**src/inc/hcsm_pkg.sv**
```systemverilog
/*
  Constants and types for the schedule, memory-pointer and interrupt register bank.
  Assumes one 50 MHz core clock and a register strobe interface from the same clock domain.
*/
package hcsm_pkg;
  // ==========================================================
  // Register byte offsets
  localparam logic [11:0] HCSM_OFS_AREA = 12'h334;
  localparam logic [11:0] HCSM_OFS_TMO = 12'h338;
  localparam logic [11:0] HCSM_OFS_MEM = 12'h33C;
  localparam logic [11:0] HCSM_OFS_EDGE = 12'h340;

  // ==========================================================
  // Field positions
  localparam int HCSM_ISO_BIT = 2;
  localparam int HCSM_PER_BIT = 1;
  localparam int HCSM_ASYNC_BIT = 0;
  localparam int HCSM_BANK_LSB = 16;
  localparam int HCSM_BANK_MSB = 17;
  localparam int HCSM_ADDR_MSB = 15;
  localparam int HCSM_GAP_LSB = 24;
  localparam int HCSM_GAP_MSB = 31;
  localparam int HCSM_CLKS_MSB = 15;
  localparam int HCSM_NUM_BANKS = 4;

  // ==========================================================
  // Reset values
  localparam logic [31:0] HCSM_AREA_RST = 32'h00000000;
  localparam logic [31:0] HCSM_TMO_RST = 32'h00000000;
  localparam logic [15:0] HCSM_PTR_RST = 16'h0000;
  localparam logic [1:0] HCSM_BANK_RST = 2'h0;
  localparam logic [31:0] HCSM_EDGE_RST = 32'h0000000F;

  // ==========================================================
  // Timing: one millisecond and one microframe in core clocks
  localparam int HCSM_CLK_PERIOD_NS = 20;
  localparam int HCSM_MS_NS = 1000000;
  localparam int HCSM_UFRAME_NS = 125000;
  localparam int HCSM_MS_CYC = HCSM_MS_NS / HCSM_CLK_PERIOD_NS;
  localparam int HCSM_UFRAME_CYC = HCSM_UFRAME_NS / HCSM_CLK_PERIOD_NS;

  // ==========================================================
  // Types
  typedef struct packed {
    logic wr;
    logic rd;
    logic [11:0] addr;
    logic [31:0] wdata;
  } hcsm_bus_req_t;

  typedef struct packed {
    logic iso;
    logic periodic;
    logic async_list;
  } hcsm_area_flags_t;

  typedef enum logic [1:0] {
    HCSM_IRQ_IDLE,
    HCSM_IRQ_PULSE,
    HCSM_IRQ_GAP
  } hcsm_irq_state_t;
endpackage

```
**src/hdl/hcsm_regs.sv**
```systemverilog
/*
  Register bank: descriptor-area fill flags, asynchronous done timeout,
  per-bank auto-incrementing PIO read pointer and edge interrupt shaping.
  Assumes the processor interface logic decodes its pins into one-cycle
  read/write strobes on clock_in, and that scheduler events are synchronous.
*/
`timescale 1ns/10ps

// Notes on behaviour
// Isochronous area flag bit 2 enables processing of that area, zero skips it.
// Periodic area flag bit 1 enables processing of that area, zero skips it.
// Asynchronous area flag bit 0 enables processing of that area, zero skips it.
// A 32-bit millisecond timeout, reset zero, raises the interrupt when enabled.
// Only completed asynchronous descriptors start the timeout.
// A written read start address is latched as the pointer of the chosen bank.
// Each memory read of a bank advances its pointer until a new address is written.
// Software writes the start address and bank only before a read series.
// Bits 17 to 16 select one of four memory banks.
// Bank selection steers only PIO memory accesses, never DMA.
// Bits 15 to 0 hold the 16-bit start address of a contiguous read series.
// The start address serves PIO memory reads only.
// Software writes reserved bits with their reset value.
// An 8-bit gap in 125 us units spaces edge interrupts; zero means no spacing.
// A 16-bit count sets how many clocks an edge interrupt pulse lasts.
// A set area flag makes the scheduler walk that area's valid, unskipped headers.
// A zero timeout value disables the timeout interrupt.
module hcsm_regs
  import hcsm_pkg::*;
#(
  parameter int MS_CYCLES = HCSM_MS_CYC,
  parameter int UFRAME_CYCLES = HCSM_UFRAME_CYC
) (
  // Clock and reset
  input wire logic clock_in,
  input wire logic sys_rst_in,
  // Register strobes
  input wire hcsm_bus_req_t bus_req_in,
  output logic [31:0] bus_rdata_out,
  // PIO memory read port
  input wire logic mem_rd_in,
  output logic [1:0] mem_bank_out,
  output logic [15:0] mem_addr_out,
  // Scheduler side
  output hcsm_area_flags_t area_flags_out,
  input wire logic async_done_in,
  // Interrupt line
  input wire logic tmo_irq_enable_in,
  input wire logic other_irq_in,
  input wire logic irq_level_mode_in,
  input wire logic irq_ack_in,
  output logic irq_out
);

  // ==========================================================
  // Register decode
  logic wr_area, wr_tmo, wr_mem, wr_edge;
  assign wr_area = bus_req_in.wr && (bus_req_in.addr == HCSM_OFS_AREA);
  assign wr_tmo = bus_req_in.wr && (bus_req_in.addr == HCSM_OFS_TMO);
  assign wr_mem = bus_req_in.wr && (bus_req_in.addr == HCSM_OFS_MEM);
  assign wr_edge = bus_req_in.wr && (bus_req_in.addr == HCSM_OFS_EDGE);

  // ==========================================================
  // Storage registers
  logic [2:0] area_r, area_nxt;
  logic [31:0] tmo_r, tmo_nxt;
  logic [31:0] edge_r, edge_nxt;
  logic [1:0] bank_r, bank_nxt;
  logic [15:0] ptr_r [HCSM_NUM_BANKS];
  logic [15:0] ptr_nxt [HCSM_NUM_BANKS];
  logic [31:0] rdata_r, rdata_nxt;

  // Next values; a pointer write in the same cycle as a read wins
  always_comb begin
    area_nxt = area_r;
    tmo_nxt = tmo_r;
    edge_nxt = edge_r;
    bank_nxt = bank_r;
    ptr_nxt = ptr_r;
    if (wr_area) begin
      area_nxt = bus_req_in.wdata[HCSM_ISO_BIT:HCSM_ASYNC_BIT];
    end
    if (wr_tmo) begin
      tmo_nxt = bus_req_in.wdata;
    end
    if (wr_edge) begin
      edge_nxt = bus_req_in.wdata;
    end
    if (mem_rd_in) begin
      ptr_nxt[bank_r] = ptr_r[bank_r] + 16'h0001;
    end
    if (wr_mem) begin
      bank_nxt = bus_req_in.wdata[HCSM_BANK_MSB:HCSM_BANK_LSB];
      ptr_nxt[bus_req_in.wdata[HCSM_BANK_MSB:HCSM_BANK_LSB]] =
        bus_req_in.wdata[HCSM_ADDR_MSB:0];
    end
    rdata_nxt = 32'h00000000;
    if (bus_req_in.rd) begin
      case (bus_req_in.addr)
        HCSM_OFS_AREA: rdata_nxt = {29'h00000000, area_r};
        HCSM_OFS_TMO: rdata_nxt = tmo_r;
        HCSM_OFS_MEM: rdata_nxt = {14'h0000, bank_r, ptr_r[bank_r]};
        HCSM_OFS_EDGE: rdata_nxt = edge_r;
        default: rdata_nxt = 32'h00000000;
      endcase
    end
  end

  always_ff @(posedge clock_in or posedge sys_rst_in) begin
    if (sys_rst_in) begin
      area_r <= HCSM_AREA_RST[2:0];
      tmo_r <= HCSM_TMO_RST;
      edge_r <= HCSM_EDGE_RST;
      bank_r <= HCSM_BANK_RST;
      for (int i = 0; i < HCSM_NUM_BANKS; i++) begin
        ptr_r[i] <= HCSM_PTR_RST;
      end
      rdata_r <= 32'h00000000;
    end else begin
      area_r <= area_nxt;
      tmo_r <= tmo_nxt;
      edge_r <= edge_nxt;
      bank_r <= bank_nxt;
      ptr_r <= ptr_nxt;
      rdata_r <= rdata_nxt;
    end
  end

  // Scheduler flags straight from storage; the walk itself lives in the scheduler
  assign area_flags_out = '{iso: area_r[HCSM_ISO_BIT], periodic: area_r[HCSM_PER_BIT],
                            async_list: area_r[HCSM_ASYNC_BIT]};
  assign bus_rdata_out = rdata_r;
  // Bank only reaches the PIO path, DMA has its own address
  assign mem_bank_out = bank_r;
  assign mem_addr_out = ptr_r[bank_r];

  // ==========================================================
  // Asynchronous done timeout
  logic tmo_run_r, tmo_run_nxt;
  logic [31:0] ms_left_r, ms_left_nxt;
  logic [31:0] tick_r, tick_nxt;
  // Run length and loaded count, kept only for the timing check
  logic [31:0] tmo_age_r, tmo_age_nxt;
  logic [31:0] tmo_load_r, tmo_load_nxt;
  logic tmo_fire;
  logic ms_wrap;

  assign ms_wrap = (tick_r == 32'(MS_CYCLES - 1));
  assign tmo_fire = tmo_run_r && ms_wrap && (ms_left_r == 32'h00000001);

  // One timer per batch: later dones while it runs do not restart it
  always_comb begin
    tmo_run_nxt = tmo_run_r;
    ms_left_nxt = ms_left_r;
    tick_nxt = tick_r;
    tmo_age_nxt = tmo_run_r ? tmo_age_r + 32'h00000001 : 32'h00000000;
    tmo_load_nxt = tmo_run_r ? tmo_load_r : tmo_r;
    if (tmo_run_r) begin
      tick_nxt = ms_wrap ? 32'h00000000 : tick_r + 32'h00000001;
      if (ms_wrap) begin
        ms_left_nxt = ms_left_r - 32'h00000001;
      end
      if (tmo_fire) begin
        tmo_run_nxt = 1'b0;
      end
    end else if (async_done_in && (tmo_r != 32'h00000000)) begin
      tmo_run_nxt = 1'b1;
      ms_left_nxt = tmo_r;
      tick_nxt = 32'h00000000;
    end
    if (wr_tmo && (bus_req_in.wdata == 32'h00000000)) begin
      tmo_run_nxt = 1'b0;
    end
  end

  always_ff @(posedge clock_in or posedge sys_rst_in) begin
    if (sys_rst_in) begin
      tmo_run_r <= 1'b0;
      ms_left_r <= 32'h00000000;
      tick_r <= 32'h00000000;
      tmo_age_r <= 32'h00000000;
      tmo_load_r <= 32'h00000000;
    end else begin
      tmo_run_r <= tmo_run_nxt;
      ms_left_r <= ms_left_nxt;
      tick_r <= tick_nxt;
      tmo_age_r <= tmo_age_nxt;
      tmo_load_r <= tmo_load_nxt;
    end
  end

  // ==========================================================
  // Interrupt shaping
  hcsm_irq_state_t st_r, st_nxt;
  logic pend_r, pend_nxt;
  logic [31:0] cnt_r, cnt_nxt;
  logic irq_r, irq_nxt;
  logic evt;
  logic [15:0] pulse_clks;
  logic [7:0] gap_uf;

  assign evt = (tmo_fire && tmo_irq_enable_in) || other_irq_in;
  assign pulse_clks = edge_r[HCSM_CLKS_MSB:0];
  assign gap_uf = edge_r[HCSM_GAP_MSB:HCSM_GAP_LSB];

  // Pending event: a new event beats a clear in the same cycle
  always_comb begin
    pend_nxt = pend_r;
    st_nxt = st_r;
    cnt_nxt = cnt_r;
    if (irq_level_mode_in && irq_ack_in) begin
      pend_nxt = 1'b0;
    end
    case (st_r)
      HCSM_IRQ_IDLE: begin
        if (!irq_level_mode_in && pend_r) begin
          pend_nxt = 1'b0;
          st_nxt = HCSM_IRQ_PULSE;
          // Zero width would swallow the event, so one clock is the floor
          cnt_nxt = (pulse_clks == 16'h0000) ? 32'h00000001 : {16'h0000, pulse_clks};
        end
      end
      HCSM_IRQ_PULSE: begin
        cnt_nxt = cnt_r - 32'h00000001;
        if (cnt_r == 32'h00000001) begin
          st_nxt = (gap_uf == 8'h00) ? HCSM_IRQ_IDLE : HCSM_IRQ_GAP;
          cnt_nxt = 32'(gap_uf) * 32'(UFRAME_CYCLES);
        end
      end
      HCSM_IRQ_GAP: begin
        cnt_nxt = cnt_r - 32'h00000001;
        if (cnt_r == 32'h00000001) begin
          st_nxt = HCSM_IRQ_IDLE;
        end
      end
      default: begin
        st_nxt = HCSM_IRQ_IDLE;
      end
    endcase
    if (evt) begin
      pend_nxt = 1'b1;
    end
    irq_nxt = irq_level_mode_in ? pend_nxt : (st_nxt == HCSM_IRQ_PULSE);
  end

  always_ff @(posedge clock_in or posedge sys_rst_in) begin
    if (sys_rst_in) begin
      st_r <= HCSM_IRQ_IDLE;
      pend_r <= 1'b0;
      cnt_r <= 32'h00000000;
      irq_r <= 1'b0;
    end else begin
      st_r <= st_nxt;
      pend_r <= pend_nxt;
      cnt_r <= cnt_nxt;
      irq_r <= irq_nxt;
    end
  end

  assign irq_out = irq_r;
endmodule

```
**config.mk**
```make
export PLATFORM = sky130hd
export DESIGN_NAME = hcsm_regs
export DESIGN_NICKNAME = d
export VERILOG_FILES = /design/src/inc/hcsm_pkg.sv /design/src/hdl/hcsm_regs.sv
export SDC_FILE = /design/constraint.sdc
export NUM_CORES = 1
export LEC_CHECK = 0
export ABC_AREA = 0
export BUFFER_PORTS_ARGS = -buffer_cell sky130_fd_sc_hd__buf_4
export CAP_MARGIN = 10
export CORE_MARGIN = 8
export CORE_UTILIZATION = 44
export DETAILED_ROUTE_END_ITERATION = 6
export HOLD_SLACK_MARGIN = 0.05
export PLACE_DENSITY = 0.68
export SLEW_MARGIN = 25
export SYNTH_ARGS = -nofsm -noshare
export SYNTH_HDL_FRONTEND = slang
export SYNTH_SLANG_ARGS = --single-unit
```
**constraint.sdc**
```tcl
create_clock -name clock_in -period 12.5 [get_ports clock_in]
set_input_delay 1.25 -clock clock_in [delete_from_list [all_inputs] [get_ports clock_in]]
set_output_delay 1.25 -clock clock_in [all_outputs]
set_load 0.05 [all_outputs]
```
## Yosys cells after proc, flatten, opt, wreduce, memory -nomap -nowiden

Index checks and enable logic that the tools add are counted.

- Bitwise operators: 2
- Order comparisons: 4
- Mux-type cells: 37
- $mul: 1
- Reduce and logical (&&, ||, !) cells: 24
- Add/subtract/negate cells: 4
- Eq/ne operators: 12

Operator list:

| cell | count |
|---|---|
| $mux W32 | 9 |
| $bwmux W64 | 2 |
| $mux W64 | 2 |
| $pmux W32 S4 | 1 |
| $pmux W32 S3 | 1 |
| $mux W16 | 5 |
| $demux W16 S2 | 2 |
| $eq A32 B1 Y1 const B | 2 |
| $sub A32 B1 Y32 const B | 2 |
| $eq A12 B10 Y1 const B | 4 |
| $add A32 B1 Y32 const B | 1 |
| $bmux W16 S2 | 1 |
| $eq A32 B16 Y1 const B | 1 |
| $logic_not A32 Y1 | 1 |
| $reduce_bool A32 Y1 | 1 |
| $mul A8 B12 Y20 const B | 1 |
| $add A16 B1 Y16 const B | 1 |
| $logic_not A16 Y1 | 1 |
| $logic_and A1 B1 Y1 | 13 |
| $mux W1 | 9 |
| $logic_not A8 Y1 | 1 |
| $mux W2 | 4 |
| $ge A3 B3 Y1 const B | 2 |
| $lt A3 B1 Y1 const B | 2 |
| 12 further kinds | 15 |

- Register bits after elaboration: 266
- Word-level logic and storage cells: 100
- Input port bits: 54

## Logic depth before layout (Yosys ltp)

Gate-level depths: netlist of run 1.

- Depth in word-level cells: 9
- Gate-level depth with buffers: 15
- Depth with buffers taken out: 15

## Worst setup path before layout of run 1

OpenSTA, ideal clock, no wires.

- Path kind: register to register
- Start: reg edge_r[27]
- End: reg cnt_r[20]
- Arrival: 3.972 ns
- Setup time: 0.083 ns
- Period minus slack after synthesis: 4.054 ns
- Setup slack: 8.446 ns
- Stages on the path, launching flop included: 14
- Cells stage by stage: dfrtp_1 > ha_1 > fa_1 > inv_1 > fa_1 > inv_1 > ha_1 > ha_1 > and4_1 > nor4b_1 > nor4_1 > or4_1 > xnor2_1 > o21ai_0

- Longest elaborated chain between the ends: 3

RTL lines:

| element | RTL line | text |
|---|---|---|
| from (decl) | hcsm_regs.sv:66 | `logic [31:0] edge_r, edge_nxt;` |
| from (signal assigned) | hcsm_regs.sv:121 | `edge_r <= edge_nxt;` |
| $mul A8 B12 Y20 | hcsm_regs.sv:226 | `cnt_nxt = 32'(gap_uf) * 32'(UFRAME_CYCLES);` |
| $mux W32 | hcsm_regs.sv:224 | `if (cnt_r == 32'h00000001) begin` |
| $pmux W32 S3 | hcsm_regs.sv:213 | `case (st_r)` |
| to (signal assigned) | hcsm_regs.sv:254 | `cnt_r <= cnt_nxt;` |
| to (decl) | hcsm_regs.sv:195 | `logic [31:0] cnt_r, cnt_nxt;` |

No other way between the ends.
A chain may end at the register's enable or synchronous reset.

## Final worst setup path of run 1

- Start: reg edge_r[26]
- End: reg cnt_r[20]

The elaborated chain is that of the path after synthesis.

==> key figures, run 1 <==
Synth
  • #FFs+latches synth: 266
  • Sequential area share after synthesis: 0.428
  • Yosys cell types: 75
  • Avg Cell Area, Syn: 9.58 um2
  • YS warnings: 0
  • Post-synth EDFFs: 0
  • Syn nets: 1759
  • Dominant synthesized flop cell: dfrtp_1
  • Mapped Cells: 1626
  • Ys async rst share: 1.00
  • Mapped Area: 15600 um2

Worst setup path
  • Slowest stage delay, CP: 0.64 ns
  • Top delay family on crit path: adder cells
  • CP Launch Type: flop
  • Crit path arrival time: 4.93 ns
  • Worst endpoint required time: 12.94 ns
  • Worst setup EP type: flop
  • Critical path class: flop to flop
  • CP max stage cell: nor4b_1
  • Crit-path cells: ha_1 -> ha_1 -> inv_1 -> fa_1 -> inv_1 -> fa_1 -> ha_1 -> and4_1 -> nor4b_1 -> nor4_1 -> or4_1 -> xnor2_1 -> o21ai_0
  • CP Max Fanout: 7
  • Most used cell, CP: ha_1
  • WP buf/inv: 2

Cells and area
  • Commonest non-fill, non-tap cell in the layout: dfrtp_1
  • Fill cells: 3214
  • Commonest cells after routing, fill and taps aside: dfrtp_1 (260), o21ai_0 (179), nand2_1 (170)
  • Final nets: 1827
  • # diodes: 0
  • Layout cells sized above 1: 0.174
  • Final Non-Filler Cells: 2178
  • Register area: 6660 um2
  • Finished Core Util: 0.506
  • Area Overhead vs Synth: 14.4%
  • Multi-input logic area: 8390 um2

Detailed routing
  • DR vias/cell: 6.03
  • ANT nets after route: 0
  • Metal-1 WL: 20000 um
  • DRC: 0
  • Vias: 13100
  • Routed WL: 43800 um
  • Routed length on met3: 2870 um
  • Routed len/inst: 20.1 um
  • TritonRoute pass-1 iters: 6
  • Met2 wire length: 20100 um
  • Max Used Layer: met4
  • Initial DRC count: 1353

GRT
  • Largest net degree at the start of global routing: 129
  • Initial antenna violation count: 0
  • Overflow after GRT: 0
  • Total GRT Usage: 0.206
  • First-pass GRT wire length: 70800 um
  • Vias in the first global route: 12900

Clock network
  • Hold buffer count at cts: 0
  • H-tree Lvls: 1
  • Num Clock Sinks: 266
  • Worst skew pair latency: 0.57 ns
  • # resized after CTS: 0
  • CTS buffer count: 31
  • Post-CTS setup buffer count: 0
  • Clk root buf: clkbuf_16
  • TritonCTS clock tree: built
  • Buffer depth of the longest clock path: 3
  • Clock-pin slew on the worst setup and hold paths: 0.06 ns

Run
  • Max-Cap Viols: 0

Place
  • Dpl hpwl: 30900 um
  • RePlAce Congestion: 0.867
  • Dpl ws: 8.03 ns
  • Dpl cells: 2121
  • Port buffer count: 107

Floorplan
  • Io pins: 108
  • Width of the die: 204 um
  • Starting Density: 0.442
  • DIE AREA: 41700 um2
  • Core Region: 35200 um2
  • Chip height: 204 um
  • # rows: 69

STA
  • Setup ws final: 8.01 ns
  • Max Freq: 223 MHz
  • Final setup violating endpoints: 0
  • Worst Tran Pin Value: 1.02 ns
  • Setup TNS: 0 ns
  • Post-route minimum period: 4.49 ns
  • Slew HR: 0.320
  • Tcrit/Tclk final: 0.359
  • Max-slew violations: 0
  • Clk_skew: 0.0110 ns
  • Hold violation total from the final report: 0
  • Unrepaired setup endpoints after global routing: false

Power
  • Clock power frac: 0.360
  • PD cells: 146 nW/um2
  • Psw: 0.874 mW
  • Seq pwr share: 0.399
  • Peak VDD IR: 132 uV
  • Leakage: 7.96 nW
  • Int Power: 1.72 mW
  • Switching Fraction: 0.337
  • Combinational group share of total power: 0.241

Run status
  • Status: complete, no violations

Worst hold path
  • Hold Crit Class: flop to flop
## power groups by stage
stage / combinational, mW / clock (mW) / sequential, mW
floorplan: 0.457 / 0 / 1.02
global placement: 0.602 / 0 / 1.04
detailed placement: 0.616 / 0 / 1.05
CTS: 0.619 / 0.946 / 1.03
global route: 0.684 / 0.981 / 1.05
finish: 0.626 / 0.933 / 1.04
## cell type report
| class | instances | share of cell area |
|---|---|---|
| well taps | 461 | 0.0324 |
| clock inverters | 10 | 0.00822 |
| inverters | 50 | 0.0110 |
| clock buffers | 46 | 0.0506 |
| flip-flops and latches | 266 | 0.374 |
| repair buffers | 124 | 0.0527 |
| multi-input cells | 1221 | 0.471 |
## logic make-up after synthesis
kind of cell | synth area share
AO/OA/AOI/OAI | 0.171
multiplexers | 0.0947
buffers and inverters | 0.0353
flip-flops | 0.428
adder cells (fa/ha/maj) | 0.0692
XOR/XNOR | 0.0320
AND/OR/NAND/NOR | 0.170
## registers in the layout, summed over array words and instances, names as in the netlist
signal          count
ptr_r              64
bus_rdata_out      32
cnt_r              32
edge_r             32
ms_left_r          32
tick_r             32
tmo_r              32
area_flags_out      3
mem_bank_out        2
st_r                2
irq_out             1
pend_r              1
tmo_run_r           1
## metal layers
| metal | vias to the layer above | GRT usage |
|---|---|---|
| met3 | 64 | 0.0314 |
| met1 | 6498 | 0.296 |
| met2 | 467 | 0.328 |
| li1 | 6110 | - |
| met5 | - | 0 |
| met4 | 0 | 0.0424 |
## worst paths after layout
| path | start | to | slack (ns) | depth (start not counted) |
|---|---|---|---|---|
| max | edge_r[26] | cnt_r[20] | 8.01 | 13 |
| min | tick_r[31] | tick_r[31] | 0.50 | 1 |
| max reg2reg | edge_r[26] | cnt_r[20] | 8.01 | 13 |
| min reg2reg | tick_r[31] | tick_r[31] | 0.50 | 1 |
| max in group asynchronous | sys_rst_in | tmo_run_r | 9.62 | 4 |
| min in group asynchronous | sys_rst_in | ptr_r[59] | 0.86 | 2 |
## metrics by stage
| stage | power (mW) | hold slack (ns) | cell area (um2) |
|---|---|---|---|
| floorplan | 1.48 | 0.452 | 15600 |
| global placement | 1.64 | 0.478 | 16700 |
| detailed placement | 1.66 | 0.485 | 16700 |
| CTS | 2.60 | 0.492 | 17800 |
| global route | 2.71 | 0.511 | 17800 |
| finish | 2.59 | 0.496 | 17800 |
## cells in the mapped netlist (17+ instances only)
| cell type | n | share of area |
|---|---|---|
| dfrtp_1 | 262 | 0.42 |
| o21ai_0 | 179 | 0.058 |
| nand2_1 | 170 | 0.041 |
| nor2_1 | 117 | 0.028 |
| a21oi_1 | 90 | 0.029 |
| mux2_2 | 79 | 0.057 |
| clkbuf_1 | 76 | 0.018 |
| ha_1 | 67 | 0.054 |
| inv_1 | 49 | 0.012 |
| nor4_1 | 39 | 0.016 |
| nand3_1 | 37 | 0.012 |
| nor3_1 | 37 | 0.012 |
| xnor2_1 | 30 | 0.017 |
| nand4_1 | 27 | 0.011 |
| xor2_1 | 27 | 0.015 |
| a21o_1 | 21 | 0.010 |
| a22oi_1 | 21 | 0.010 |
| mux2i_1 | 21 | 0.013 |
| and3_1 | 20 | 0.0080 |
| a222oi_1 | 18 | 0.012 |
| nor2b_1 | 18 | 0.0072 |
| a211oi_1 | 17 | 0.0082 |
Note: power is estimated with default switching activity, not from simulation.
==> inputs of run 2 (changes only) <==
Clock period 12.5 ns to 4.3 ns, I/O delays scaled along.
==> run 2 against run 1 <==
Compared with the run above: register-to-register slack got worse by 7.8 ns; largest power group unchanged; non-clock buffer count is 12 higher; clock power rose to 3.0 times the previous value; critical path depth increased by 1; global-route usage increased by 0.21 points; power grew to 2.9 times the previous value; via count is 0.78% higher; count of clock-buffer cells in the layout shrank 10; combinational power rose to 2.9 times the previous value.
==> key figures, run 2 (synthesized netlist as in run 1, its figures left out) <==
STA
  • Final setup violating endpoints: 0 (unchanged)
  • Clk_skew: 0.0134 ns (+0.00234 ns)
  • Max-slew violations: 0 (unchanged)
  • Tcrit/Tclk final: 0.958 (+0.599)
  • Slew HR: 0.328 (+0.00804)
  • Max Freq: 243 MHz (+9.0%)
  • Worst Tran Pin Value: 1.00 ns (-0.0115 ns)
  • Hold violation total from the final report: 0 (unchanged)
  • Setup ws final: 0.179 ns (-7.83 ns)
  • Post-route minimum period: 4.12 ns (-0.370 ns)
  • Worst hold slack: 0.104 ns (-0.392 ns)
  • Setup TNS: 0 ns (unchanged)
  • Unrepaired setup endpoints after global routing: false

Clock network
  • Clk root buf: clkbuf_16
  • Num Clock Sinks: 266 (unchanged)
  • H-tree Lvls: 1 (unchanged)
  • Clock-pin slew on the worst setup and hold paths: 0.06 ns (about the same)
  • TritonCTS clock tree: built
  • Buffer depth of the longest clock path: 3 (unchanged)
  • Worst skew pair latency: 0.57 ns (about the same)
  • Post-CTS setup buffer count: 0 (unchanged)
  • CTS buffer count: 30 (-3.2%)

Detailed routing
  • Vias: 13200 (+0.78%)
  • ANT nets after route: 0 (unchanged)
  • Initial DRC count: 1072 (-21%)
  • Routed WL: 44600 um (+1.7%)
  • DR vias/cell: 6.05 (+0.22%)
  • TritonRoute pass-1 iters: 5 (-1)
  • Routed len/inst: 20.3 um (+1.1%)
  • DRC: 0 (unchanged)

Cells and area
  • Commonest cells after routing, fill and taps aside: dfrtp_1 (259), o21ai_0 (179), nand2_1 (170)
  • Multi-input logic area: 8390 um2 (about the same)
  • Area Overhead vs Synth: 15.2%
  • Final Non-Filler Cells: 2190 (+0.55%)
  • # diodes: 0 (unchanged)
  • Layout cells sized above 1: 0.184 (+0.0104)
  • Final nets: 1838 (+0.60%)
  • Fill cells: 3220 (+0.19%)
  • Register area: 6670 um2 (about the same)
  • Biggest register: ptr_r
  • Max reg flops: 64 (unchanged)
  • Commonest non-fill, non-tap cell in the layout: dfrtp_1

Run status
  • Status: complete, no violations

Run
  • Max-Cap Viols: 0 (unchanged)

Worst setup path
  • Reg-to-reg startpoint: edge_r[28]
  • Worst setup EP type: flop
  • CP Launch Type: flop
  • CP Max Fanout: 7 (unchanged)
  • Slowest stage delay, CP: 0.51 ns (-0.13 ns)
  • Most used cell, CP: ha_1
  • Worst endpoint required time: 4.73 ns (-8.21 ns)
  • Critical path class: flop to flop
  • Crit-path cells: ha_1 -> ha_1 -> inv_1 -> fa_1 -> inv_1 -> fa_1 -> ha_1 -> and4_1 -> nor4b_2 -> buf_4 -> nor4_1 -> or4_1 -> xnor2_1 -> o21ai_0
  • CP max stage cell: or4_1
  • Crit path arrival time: 4.55 ns (-0.38 ns)
  • Worst setup startpoint: edge_r[28]

Floorplan
  • Starting Density: 0.442 (unchanged)
  • DIE AREA: 41700 um2 (unchanged)
  • Chip height: 204 um (unchanged)
  • Core Region: 35200 um2 (unchanged)
  • # rows: 69 (unchanged)
  • Width of the die: 204 um (unchanged)
  • Io pins: 108 (unchanged)

Place
  • Dpl ws: 0.0340 ns (-7.99 ns)
  • Dpl cells: 2133 (+0.57%)
  • RePlAce Congestion: 0.854 (-1.5%)
  • Port buffer count: 107 (unchanged)
  • Dpl hpwl: 31400 um (+1.7%)

Worst hold path
  • Hold Crit Class: input port to flop
  • Hold Startpoint: irq_level_mode_in

GRT
  • Vias in the first global route: 13000 (+0.76%)
  • Initial antenna violation count: 0 (unchanged)
  • Largest net degree at the start of global routing: 124 (-3.9%)
  • Total GRT Usage: 0.209 (+0.00215)
  • First-pass GRT wire length: 71300 um (+0.68%)
  • Overflow after GRT: 0 (unchanged)

Power
  • Peak VDD IR: 415 uV (+220%)
  • PD cells: 423 nW/um2 (+190%)
  • Leakage: 8.02 nW (+0.85%)
## run 2: cell types whose count changed in the layout (fill, tap and decap cells not counted), moves of 2 or more
cell / previous run / this run
buf_4: 122 / 133
clkbuf_1: 8 / 1
clkinv_2: 5 / 9
clkinvlp_4: 0 / 4
buf_12: 0 / 2
buf_6: 2 / 0
bufinv_16: 3 / 5
clkbuf_8: 7 / 5
clkinv_4: 0 / 2
inv_8: 2 / 0
## run 2: cell type report
type / count / share of cell area
Clock buffer: 36 / 0.0459
Tap cell: 461 / 0.0321
Sequential cell: 266 / 0.371
Timing Repair Buffer: 136 / 0.0584
Multi-Input combinational cell: 1221 / 0.468
Inverter: 50 / 0.0107
Clock inverter: 20 / 0.0140
## run 2: power breakdown
part | internal, mW | total [mW] | switching, mW
clock network | 1.67 | 2.76 | 1.09
logic | 0.630 | 1.80 | 1.17
registers | 2.75 | 3.05 | 0.297
total | 5.05 | 7.60 | 2.55
## run 2: timing repair
action / 4_1_cts / 5_1_grt
endpoints found under the hold margin: 24 / 0
hold buffers: 1 / 0
endpoints found under the setup margin: 0 / 1
resized for setup: 0 / 4
## run 2: critical path: cells and delay by family (launching register included)
family | cells | cell delay [ns]
and+or+nand+nor | 4 | 1.08
adders and majority gates | 5 | 1.92
xor gates and xnor gates | 1 | 0.16
buffers and inverters | 3 | 0.28
DFF | 1 | 0.46
AOI/OAI and AO/OA | 1 | 0.09
## run 2: through the flow
step / util / total power, mW / area, um2
5_1_grt: 0.510 / 7.95 / 17900
4_1_cts: 0.509 / 7.62 / 17900
6_report: 0.510 / 7.60 / 17900
2_1_floorplan: - / 4.31 / 15600
3_3_place_gp: 0.478 / 4.81 / 16900
3_5_place_dp: 0.478 / 4.86 / 16900
## run 2: worst paths after layout
| check | cells after the start | slack, ns | endpoint |
|---|---|---|---|
| min in group asynchronous | 3 | 0.51 | bus_rdata_out[22] |
| min reg2reg | 1 | 0.50 | tick_r[31] |
| max | 14 | 0.18 | cnt_r[20] |
| max in group asynchronous | 4 | 2.72 | ptr_r[31] |
| max reg2reg | 14 | 0.18 | cnt_r[20] |
| min | 2 | 0.10 | irq_out |
## run 2: metal layers
metal,up-vias,routed length [um],global-route usage
met4,0,995,0.0512
met2,450,20500,0.329
met3,69,3110,0.0430
li1,6122,-,-
met5,-,0,0
met1,6600,20000,0.290
